File: src/common/gsr_pkg.sv
package gsr_pkg;
  // serial poll byte bit positions
  localparam int ST_OVFL = 0;
  localparam int ST_FULL = 1;
  localparam int ST_HALF = 2;
  localparam int ST_DONE = 3;
  localparam int ST_READY = 4;
  localparam int ST_ERROR = 5;
  localparam int ST_RQS = 6;
  localparam int ST_UNUSED = 7;
  localparam int ERR_COUNT = 13;
  // mask value after reset and device clear; status value after reset only
  localparam logic [7:0] MASK_RST = 8'h00;
  localparam logic [7:0] STATUS_RST = 8'h00;
  // typical hold-off figures and the cycle counts derived from them
  localparam int CLK_HZ = 50_000_000;
  localparam int MASK_HOLD_MS = 57;
  localparam int CAL_HOLD_MS = 8850;
  localparam int MASK_HOLD_CYC = MASK_HOLD_MS * (CLK_HZ / 1000);
  localparam int CAL_HOLD_CYC = CAL_HOLD_MS * (CLK_HZ / 1000);
  localparam int HOLD_CNT_W = 32;

  // end and hold-off settings, in their numeric order 0..3
  typedef enum logic [1:0] {
    EOI_ON_HOLDOFF_ON,
    EOI_OFF_HOLDOFF_ON,
    EOI_ON_HOLDOFF_OFF,
    EOI_OFF_HOLDOFF_OFF
  } gsr_mode_t;
  localparam gsr_mode_t MODE_RST = EOI_ON_HOLDOFF_ON;

  typedef enum logic {
    HOLD_IDLE,
    HOLD_BUSY
  } gsr_hold_st_t;

  // instrument conditions feeding the status byte
  typedef struct packed {
    logic overrange;
    logic store_full;
    logic store_half;
    logic store_enable;
    logic conv_done;
    logic reading_busy;
    logic cmd_busy;
  } gsr_cond_t;

  // listener events that may start a hold-off
  typedef struct packed {
    logic exec_char;
    logic eoi_rx;
    logic term_rx;
  } gsr_hold_ev_t;
endpackage

File: src/core/gsr_srq_holdoff.sv
// Contract
// - masked conditions raise a service request
// - mask weights 1,2,4,8,16,32 per condition
// - mask value zero disables all requests
// - power-up and device clear clear mask
// - bit 0 follows over-range input
// - bit 1 set full, cleared on re-enable
// - bit 2 set half full, cleared re-enable
// - bit 3 conversion done, clear while processing
// - bit 4 ready, clear while commands process
// - bit 5 sticky error until error query
// - bit 6 shows request, cleared by poll
// - bit 7 always reads zero
// - status latched at request, poll releases line
// - illegal option sets error, may request service
// - four end and hold-off settings
// - EOI with final byte when enabled
// - clear returns mode to setting 0
// - hold NRFD after execute until processed
// - hold-off also on EOI or terminator
// - hold-off length depends on command
// - error query clears errors, re-enables requests
module gsr_srq_holdoff #(
  parameter int MASK_HOLD_CYCLES = gsr_pkg::MASK_HOLD_CYC,
  parameter int CAL_HOLD_CYCLES = gsr_pkg::CAL_HOLD_CYC
) (
  input wire logic mclk_i,
  input wire logic rst_n_i,
  input wire logic ce_i,
  input wire logic dev_clear_i,
  input wire logic mask_wr_i,
  input wire logic [7:0] mask_data_i,
  input wire logic mode_wr_i,
  input wire gsr_pkg::gsr_mode_t mode_data_i,
  input wire logic cal_cmd_i,
  input wire gsr_pkg::gsr_cond_t cond_i,
  input wire logic [gsr_pkg::ERR_COUNT-1:0] err_evt_i,
  input wire logic illegal_option_error_i,
  input wire logic error_word_query_i,
  input wire logic spoll_rd_i,
  input wire gsr_pkg::gsr_hold_ev_t hold_ev_i,
  input wire logic talk_byte_i,
  input wire logic last_byte_i,
  output logic srq_o,
  output logic [7:0] spoll_byte_o,
  output logic [7:0] live_status_o,
  output logic eoi_o,
  output logic nrfd_hold_o,
  output gsr_pkg::gsr_mode_t mode_o
);
  import gsr_pkg::*;

  logic [7:0] mask_q;
  gsr_mode_t mode_q;
  logic [5:0] stat_q;
  logic [5:0] stat_prev_q;
  logic rqs_q;
  logic err_block_q;
  logic [7:0] latch_q;
  logic eoi_q;
  gsr_hold_st_t hold_q;
  logic [HOLD_CNT_W-1:0] hold_cnt_q;
  logic [5:0] rise;
  logic req_fire;
  logic err_set;
  logic hold_trig;
  logic [7:0] live;

  // a zero minimum would let nrfd drop before the count could run
  if (MASK_HOLD_CYCLES < 1 || CAL_HOLD_CYCLES < 1)
  begin : gen_hold_chk
    $error("hold cycle counts must be at least one");
  end

  // mask register; clear wins because it comes from the bus itself
  always_ff @(posedge mclk_i or negedge rst_n_i)
  begin
    if (!rst_n_i)
      mask_q <= MASK_RST;
    else if (ce_i)
    begin
      if (dev_clear_i)
        mask_q <= MASK_RST;
      else if (mask_wr_i)
        mask_q <= {2'b00, mask_data_i[5:0]};
    end
  end

  // end and hold-off setting
  always_ff @(posedge mclk_i or negedge rst_n_i)
  begin
    if (!rst_n_i)
      mode_q <= MODE_RST;
    else if (ce_i)
    begin
      if (dev_clear_i)
        mode_q <= MODE_RST;
      else if (mode_wr_i)
        mode_q <= mode_data_i;
    end
  end

  assign err_set = (|err_evt_i) | illegal_option_error_i;

  // live status bits; every set beats its clear in the same cycle
  always_ff @(posedge mclk_i or negedge rst_n_i)
  begin
    if (!rst_n_i)
      stat_q <= STATUS_RST[5:0];
    else if (ce_i)
    begin
      stat_q[ST_OVFL] <= cond_i.overrange;
      if (cond_i.store_full)
        stat_q[ST_FULL] <= 1'b1;
      else if (cond_i.store_enable)
        stat_q[ST_FULL] <= 1'b0;
      if (cond_i.store_half)
        stat_q[ST_HALF] <= 1'b1;
      else if (cond_i.store_enable)
        stat_q[ST_HALF] <= 1'b0;
      if (cond_i.conv_done)
        stat_q[ST_DONE] <= 1'b1;
      else if (cond_i.reading_busy)
        stat_q[ST_DONE] <= 1'b0;
      stat_q[ST_READY] <= !cond_i.cmd_busy && hold_q == HOLD_IDLE;
      if (err_set)
        stat_q[ST_ERROR] <= 1'b1;
      else if (error_word_query_i)
        stat_q[ST_ERROR] <= 1'b0;
    end
  end

  // request on a masked bit newly going true; errors wait for the query
  assign rise = stat_q & ~stat_prev_q & mask_q[5:0];
  assign req_fire = !rqs_q && !dev_clear_i
    && (|rise[ST_READY:ST_OVFL] || (rise[ST_ERROR] && !err_block_q));
  assign live = {1'b0, rqs_q, stat_q};

  always_ff @(posedge mclk_i or negedge rst_n_i)
  begin
    if (!rst_n_i)
      stat_prev_q <= STATUS_RST[5:0];
    else if (ce_i)
      stat_prev_q <= stat_q;
  end

  // request line and its latched byte; the poll releases them
  always_ff @(posedge mclk_i or negedge rst_n_i)
  begin
    if (!rst_n_i)
    begin
      rqs_q <= 1'b0;
      latch_q <= STATUS_RST;
    end
    else if (ce_i)
    begin
      if (req_fire)
      begin
        rqs_q <= 1'b1;
        latch_q <= {1'b0, 1'b1, stat_q};
      end
      else if (spoll_rd_i || dev_clear_i)
        rqs_q <= 1'b0;
    end
  end

  // one error request per query, so a burst of errors cannot re-request
  always_ff @(posedge mclk_i or negedge rst_n_i)
  begin
    if (!rst_n_i)
      err_block_q <= 1'b0;
    else if (ce_i)
    begin
      if (req_fire && rise[ST_ERROR])
        err_block_q <= 1'b1;
      else if (error_word_query_i || dev_clear_i)
        err_block_q <= 1'b0;
    end
  end

  // eoi travels with the final byte of a talk transfer
  always_ff @(posedge mclk_i or negedge rst_n_i)
  begin
    if (!rst_n_i)
      eoi_q <= 1'b0;
    else if (ce_i)
      eoi_q <= talk_byte_i && last_byte_i
        && (mode_q == EOI_ON_HOLDOFF_ON || mode_q == EOI_ON_HOLDOFF_OFF);
  end

  assign hold_trig = (mode_q == EOI_ON_HOLDOFF_ON || mode_q == EOI_OFF_HOLDOFF_ON)
    && (hold_ev_i.exec_char || hold_ev_i.eoi_rx || hold_ev_i.term_rx);

  // hold-off: the triggering byte is already handshaken, nrfd then stays
  // low until processing ends and the per-command minimum has run out
  always_ff @(posedge mclk_i or negedge rst_n_i)
  begin
    if (!rst_n_i)
    begin
      hold_q <= HOLD_IDLE;
      hold_cnt_q <= '0;
    end
    else if (ce_i)
    begin
      case (hold_q)
        HOLD_IDLE:
        begin
          hold_cnt_q <= '0;
          if (hold_trig && !dev_clear_i)
            hold_q <= HOLD_BUSY;
        end
        HOLD_BUSY:
        begin
          if (dev_clear_i)
            hold_q <= HOLD_IDLE;
          else if (cal_cmd_i)
            hold_cnt_q <= HOLD_CNT_W'(CAL_HOLD_CYCLES);
          else if (mask_wr_i)
            hold_cnt_q <= HOLD_CNT_W'(MASK_HOLD_CYCLES);
          else if (hold_cnt_q != '0)
            hold_cnt_q <= hold_cnt_q - 1'b1;
          else if (!cond_i.cmd_busy && !hold_trig)
            hold_q <= HOLD_IDLE;
        end
        default:
          hold_q <= HOLD_IDLE;
      endcase
    end
  end

  // outputs straight from flops
  always_ff @(posedge mclk_i or negedge rst_n_i)
  begin
    if (!rst_n_i)
    begin
      srq_o <= 1'b0;
      spoll_byte_o <= STATUS_RST;
      live_status_o <= STATUS_RST;
      eoi_o <= 1'b0;
      nrfd_hold_o <= 1'b0;
      mode_o <= MODE_RST;
    end
    else if (ce_i)
    begin
      srq_o <= rqs_q;
      spoll_byte_o <= rqs_q ? latch_q : live;
      live_status_o <= live;
      eoi_o <= eoi_q;
      nrfd_hold_o <= hold_q == HOLD_BUSY;
      mode_o <= mode_q;
    end
  end
endmodule

File: config.mk
export PLATFORM = sky130hd
export DESIGN_NAME = gsr_srq_holdoff
export DESIGN_NICKNAME = d
export VERILOG_FILES = /design/src/common/gsr_pkg.sv /design/src/core/gsr_srq_holdoff.sv
export SDC_FILE = /design/constraint.sdc
export NUM_CORES = 1
export LEC_CHECK = 0
export BUFFER_PORTS_ARGS = -buffer_cell sky130_fd_sc_hd__buf_2
export CAP_MARGIN = 40
export CELL_PAD_IN_SITES_DETAIL_PLACEMENT = 1
export CELL_PAD_IN_SITES_GLOBAL_PLACEMENT = 2
export CORE_MARGIN = 2
export CORE_UTILIZATION = 37
export CTS_CLUSTER_SIZE = 40
export DETAILED_ROUTE_END_ITERATION = 6
export GPL_ROUTABILITY_DRIVEN = 0
export PLACE_DENSITY = 0.83
export SLEW_MARGIN = 40
export SYNTH_ARGS = -nofsm -noshare
export SYNTH_HDL_FRONTEND = slang
export SYNTH_SLANG_ARGS = --single-unit
export TNS_END_PERCENT = 10
File: constraint.sdc
create_clock -name mclk_i -period 4.84 [get_ports mclk_i]
set_input_delay 0 -clock mclk_i [delete_from_list [all_inputs] [get_ports mclk_i]]
set_output_delay 0 -clock mclk_i [all_outputs]
set_load 0.03 [all_outputs]
# [Word-level counts from Yosys, hierarchy flattened]
# Cells that the tools add are included.
[op_classes] addsub=1 mul=0 div_mod_pow=0 n_lt_le_gt_ge=0 n_eq_ne=4 n_shift=0 mux=28 bitwise_logic=5 reduce_logical=44
[ops] cell="2-to-1 mux 32 bit" n=4
[ops] cell="case mux 32 bit (2 select lines)" n=1
[ops] cell="nonzero test 32 bit" n=1
[ops] cell="subtractor 32 x 1 -> 32 bit, second input constant" n=1
[ops] cell="AND reduction 2 bit" n=9
[ops] cell="2-to-1 mux 1 bit" n=17
[ops] cell="nonzero test 2 bit" n=8
[ops] cell="OR reduction 13 bit" n=1
[ops] cell="bitwise AND 6 bit" n=2
[ops] cell="2-to-1 mux 6 bit" n=2
[ops] cell="logical AND 1 bit" n=10
[ops] cell="logical OR 1 bit" n=7
[ops] cell="2-to-1 mux 7 bit" n=1
[ops] cell="inverter 6 bit" n=1
[ops] cell="zero test 1 bit" n=5
[ops] cell="OR reduction 5 bit" n=1
[ops] cell="2-to-1 mux 2 bit" n=2
[ops] cell="inequality test 4 x 3 -> 1 bit, second input constant" n=1
[ops] cell="AND reduction 3 bit" n=1
[ops] cell="equality test 2 x 1 -> 1 bit, second input constant" n=1
[ops] cell="equality test 2 bit, second input constant" n=1
[ops] cell="zero test 2 bit" n=1
[ops] cell="inequality test 2 bit, second input constant" n=1
[ops] cell="case mux 1 bit (2 select lines)" n=1
[ops] cell="other kinds (2)" n=2
[word_totals] reg_bits=83 latchBits=0 ram_bits=0 rom_bits=0 word_cells=102 mem_count=0

# [Logic depth before layout (Yosys ltp)]
[depth] depth_word=11 ltp_mapped=9

# [Least setup slack after synthesis]
# No wires, ideal clock.
[synth_timing] path_kind="flip-flop to flip-flop" from="reg hold_cnt_q[0]" to="reg hold_cnt_q[26]" setup_time_ps=76 arrival_time_ps=2079 required_time_ps=4764 setup_slack_ps=2685 path_stages_with_launch=9 n_path_buf=0 path_cell_list="dfrtp_1 inv_1 ha_1 nor4b_2 nand2b_1 nor3_2 inv_1 or4_1 o21ai_1"
[synth_between] elab_chain_len=6 word_cells_on_any_way=9 classes_between="add/sub: 1; eq/ne: 1; mux: 5; reduce/logical: 2"
[synth_rtl] item="start, declared" line="gsr_srq_holdoff.sv:62" rtl="logic [HOLD_CNT_W-1:0] hold_cnt_q;"
[synth_rtl] item="start signal, assigned" line="gsr_srq_holdoff.sv:217" rtl="hold_cnt_q <= HOLD_CNT_W'(CAL_HOLD_CYCLES);"
[synth_rtl] item="start signal, assigned" line="gsr_srq_holdoff.sv:219" rtl="hold_cnt_q <= HOLD_CNT_W'(MASK_HOLD_CYCLES);"
[synth_rtl] item="start signal, assigned" line="gsr_srq_holdoff.sv:221" rtl="hold_cnt_q <= hold_cnt_q - 1'b1;"
[synth_rtl] item="subtractor 32 x 1 -> 32 bit" line="gsr_srq_holdoff.sv:221"
[synth_rtl] item="2-to-1 mux 32 bit" line="gsr_srq_holdoff.sv:220" rtl="else if (hold_cnt_q != '0)"
[synth_rtl] item="2-to-1 mux 32 bit" line="gsr_srq_holdoff.sv:218" rtl="else if (mask_wr_i)"
[synth_rtl] item="2-to-1 mux 32 bit" line="gsr_srq_holdoff.sv:216" rtl="else if (cal_cmd_i)"
[synth_rtl] item="2-to-1 mux 32 bit" line="gsr_srq_holdoff.sv:214" rtl="if (dev_clear_i)"
[synth_rtl] item="case mux 32 bit (2 select lines)" line="gsr_srq_holdoff.sv:205" rtl="case (hold_q)"
# Several ways; a longest one is shown, not always the timed one. The select of a mux whose other input is x is not followed.
# A chain may end at the register's enable or synchronous reset.

# [Final worst setup path]
[layout_timing] from="reg hold_cnt_q[0]" to="reg hold_cnt_q[11]"
# Same word-level chain as after synthesis.

==> metrics.md <==
| Metric | Value |
|---|---|
| Vias in the first global route | 3,641 |
| Seq cells post-synth | 75 |
| Total iterations of the first detailed-routing run | 4 |
| Final Total Pwr | 1.90 mW |
| Worst Slack Setup Final | 2.01 ns |
| Worst EP arrival | 3.09 ns |
| DR vias | 3,406 |
| Most frequent cell after synthesis | dfrtp_1 |
| GRT overflow | 0 |
| DP Area | 0.00426 sq mm |
| Max cap viols | 0 |
| Startpoint types | flip-flop |
| Status | finished, final reports clean |
| Via density | 5.50 |
| Period minus WS final | 2.83 ns |
| Area grow syn2layout | 19.9% |
| Place WS | 2.05 ns |
| Peak supply drop | 0.143 mV |
| Post-synth cell types | 51 |
| Worst relative slew slack | 0.520 |
| Die width | 106 um |
| Multiplexer area fraction after synthesis | 0.0650 |
| I/O Buffers | 61 |
| TritonCTS clock tree | built |
| Peak Freq | 354 MHz |
| Data required, critical path | 5.10 ns |
| Post-CTS setup repair buffer count | 0 |
| Synth Area in XOR/XNOR | 0.00226 |
| Setup Viol. Count Final | 0 |
| Average wire per standard cell | 17.7 um |
| CTS H-Tree Depth | 3 |
| DRT antenna net count | 0 |
| Post-synth top area share | 0.485 |
| Synth Instances | 409 |
| Layout Utilization | 0.453 |
| Final Skew | 0.0113 ns |
| Core area | 0.0102 sq mm |
| Nets | 524 |
| Worst min-delay path class | primary input to flip-flop |
| Design area | 0.00464 sq mm |
| Cell taking the most area after synthesis | dfrtp_1 |
| Largest net degree at the start of global routing | 76 |
| CTS sink count | 75 |
| Final HPWL DP | 7180 um |
| Drt total wl | 10,900 um |
| Final Slew Violations | 0 |
| Root Driver | clkbuf_8 |
| Post-Syn Area | 0.00387 sq mm |
| Initial antenna violation count | 0 |
| Clk_lat worst skew | 0.36 ns |
| Synth Area in Compound Gates | 0.202 |
| Sequential fraction of the synthesis area | 0.485 |
| Share of cells above drive strength 1 | 0.228 |
| CP Capture Type | flip-flop |
| Number of synthesized flops with an enable pin | 0 |
| Post-synthesis average cell area | 9.46 sq um |
| Yosys warns | 0 |
| Pwr Density | 410 mW/mm^2 |
| Area share of fa/ha/maj cells after synthesis | 0.00323 |
| Die area | 0.0113 sq mm |
| Ys async rst share | 1.00 |
| Row cnt | 37 |
| Post-synthesis simple-gate area fraction | 0.195 |
| Largest family of logic cells by synthesized area | compound AO/OA/AOI/OAI gates |
| Period utilisation layout | 0.584 |
| Die Y | 106 um |
| Final Hold Viols | 0 |
| Synth area leaders | dfrtp_1 (48%), mux2_2 (4.9%), o21ai_1 (4.5%) |
| Worst-margin pin slew | 0.714 ns |
| Critical path class | flip-flop to flip-flop |
| CTS max path bufs | 2 |
| P_leak | 2.04 nW |
| # IOs | 66 |
| Cts bufs inserted | 9 |
| DRC | 0 |
| Fin Setup TNS | 0 ns |
| Commonest cells in the netlist | dfrtp_1 (75), nor2_1 (38), o21ai_1 (35) |
| Starting density of the core | 0.378 |
| Main synth FF type | dfrtp_1 |
| Initial drt markers | 126 |
| Crit Path Max Fanout | 23 |
| Tot GR Track Use | 0.205 |
| First-pass GRT wire length | 18,600 um |
| Ant. Diodes | 0 |
| RSZ-0062 raised after global routing | false |
| Clock Pin Slew Worst Setup and Hold Paths | 0.10 ns |
==> what timing repair did <==
item | 4_1_cts | 5_1_grt
endpoints found under the hold margin | 86 | 0
setup endpoints to repair | 0 | 0
gates resized for setup | 0 | 0
hold buffers | 18 | 0
==> power breakdown <==
group          internal [mW]  switching [mW]
sequential             0.726          0.0939
combinational          0.222           0.382
clock                  0.199           0.280
total                   1.15           0.756
==> path summary, 6_finish.rpt <==
check / end / cells past startpoint / start / slack (ns)
max reg2reg: hold_cnt_q[11]$_DFFE_PN0P_ / 8 / hold_cnt_q[0]$_DFFE_PN0P_ / 2.01
max in group asynchronous: eoi_o$_DFFE_PN0P_ / 2 / rst_n_i / 4.12
max: hold_cnt_q[11]$_DFFE_PN0P_ / 8 / hold_cnt_q[0]$_DFFE_PN0P_ / 2.01
min: mask_q[1]$_DFFE_PN0P_ / 2 / dev_clear_i / 0.01
min in group asynchronous: hold_cnt_q[21]$_DFFE_PN0P_ / 2 / rst_n_i / 0.22
min reg2reg: latch_q[6]$_DFFE_PN0P_ / 1 / latch_q[6]$_DFFE_PN0P_ / 0.48
==> layer usage <==
layer | GRT usage | up-vias | wire length, um
met2 | 0.347 | 36 | 5400
met4 | 0.0611 | 0 | 147
met5 | 0 | - | 0
li1 | - | 1616 | -
met3 | 0.0288 | 13 | 228
met1 | 0.273 | 1741 | 5170
==> area by class of cell <==
type	instances	area (sq um)
Fill cell	1205	5590
Sequential cell	75	1880
Multi-Input combinational cell	292	1830
Timing Repair Buffer	80	499
Tap cell	136	170
Clock buffer	9	124
Inverter	20	75.1
Clock inverter	7	66.3
==> critical path, stage by stage, from the launching register on <==
cell      delay (ns)
dfrtp_1         0.44
inv_1           0.08
ha_1            0.19
nor4b_2         0.38
nand2b_1        0.29
nor4_4          0.46
a31o_2          0.59
a21oi_1         0.11
o22ai_1         0.18
==> registers in the layout (all words and copies together), names as in the netlist, 2 cells and up <==
name	count
hold_cnt_q	32
latch_q	7
mask_q	6
mode_o	2
mode_q	2
spoll_byte_o	7
stat_prev_q	5
stat_q	6
==> per-stage QoR <==
stage | hold slack (ns) | instances
floorplan | -0.296 | 410
global placement | 0.235 | 585
detailed placement | 0.0906 | 585
CTS | 0.00643 | 619
global route | 0.0212 | 619
finish | 0.0105 | 619
==> placed cells by master (no fill, tap or decap), types with 9 or more instances in the layout <==
cell type / Yosys / routed
nor2_1: 38 / 38
mux2_2: 17 / 17
clkbuf_8: 0 / 9
a31oi_1: 12 / 11
o21ai_0: 9 / 9
dfrtp_1: 75 / 75
o22ai_1: 13 / 13
nor3_1: 11 / 11
dlygate4sd3_1: 0 / 18
buf_2: 5 / 60
nand2_1: 31 / 31
a21oi_1: 31 / 31
o21ai_1: 35 / 34
inv_1: 20 / 20
==> cells by family after synthesis <==
kind of cell	Yosys count
xor+xnor	1
flops	75
simple gates	135
compound gates	130
mux	23
buf+inv	43
other cells	1
fa+ha+maj	1
Note: power is estimated with default switching activity, not from simulation.
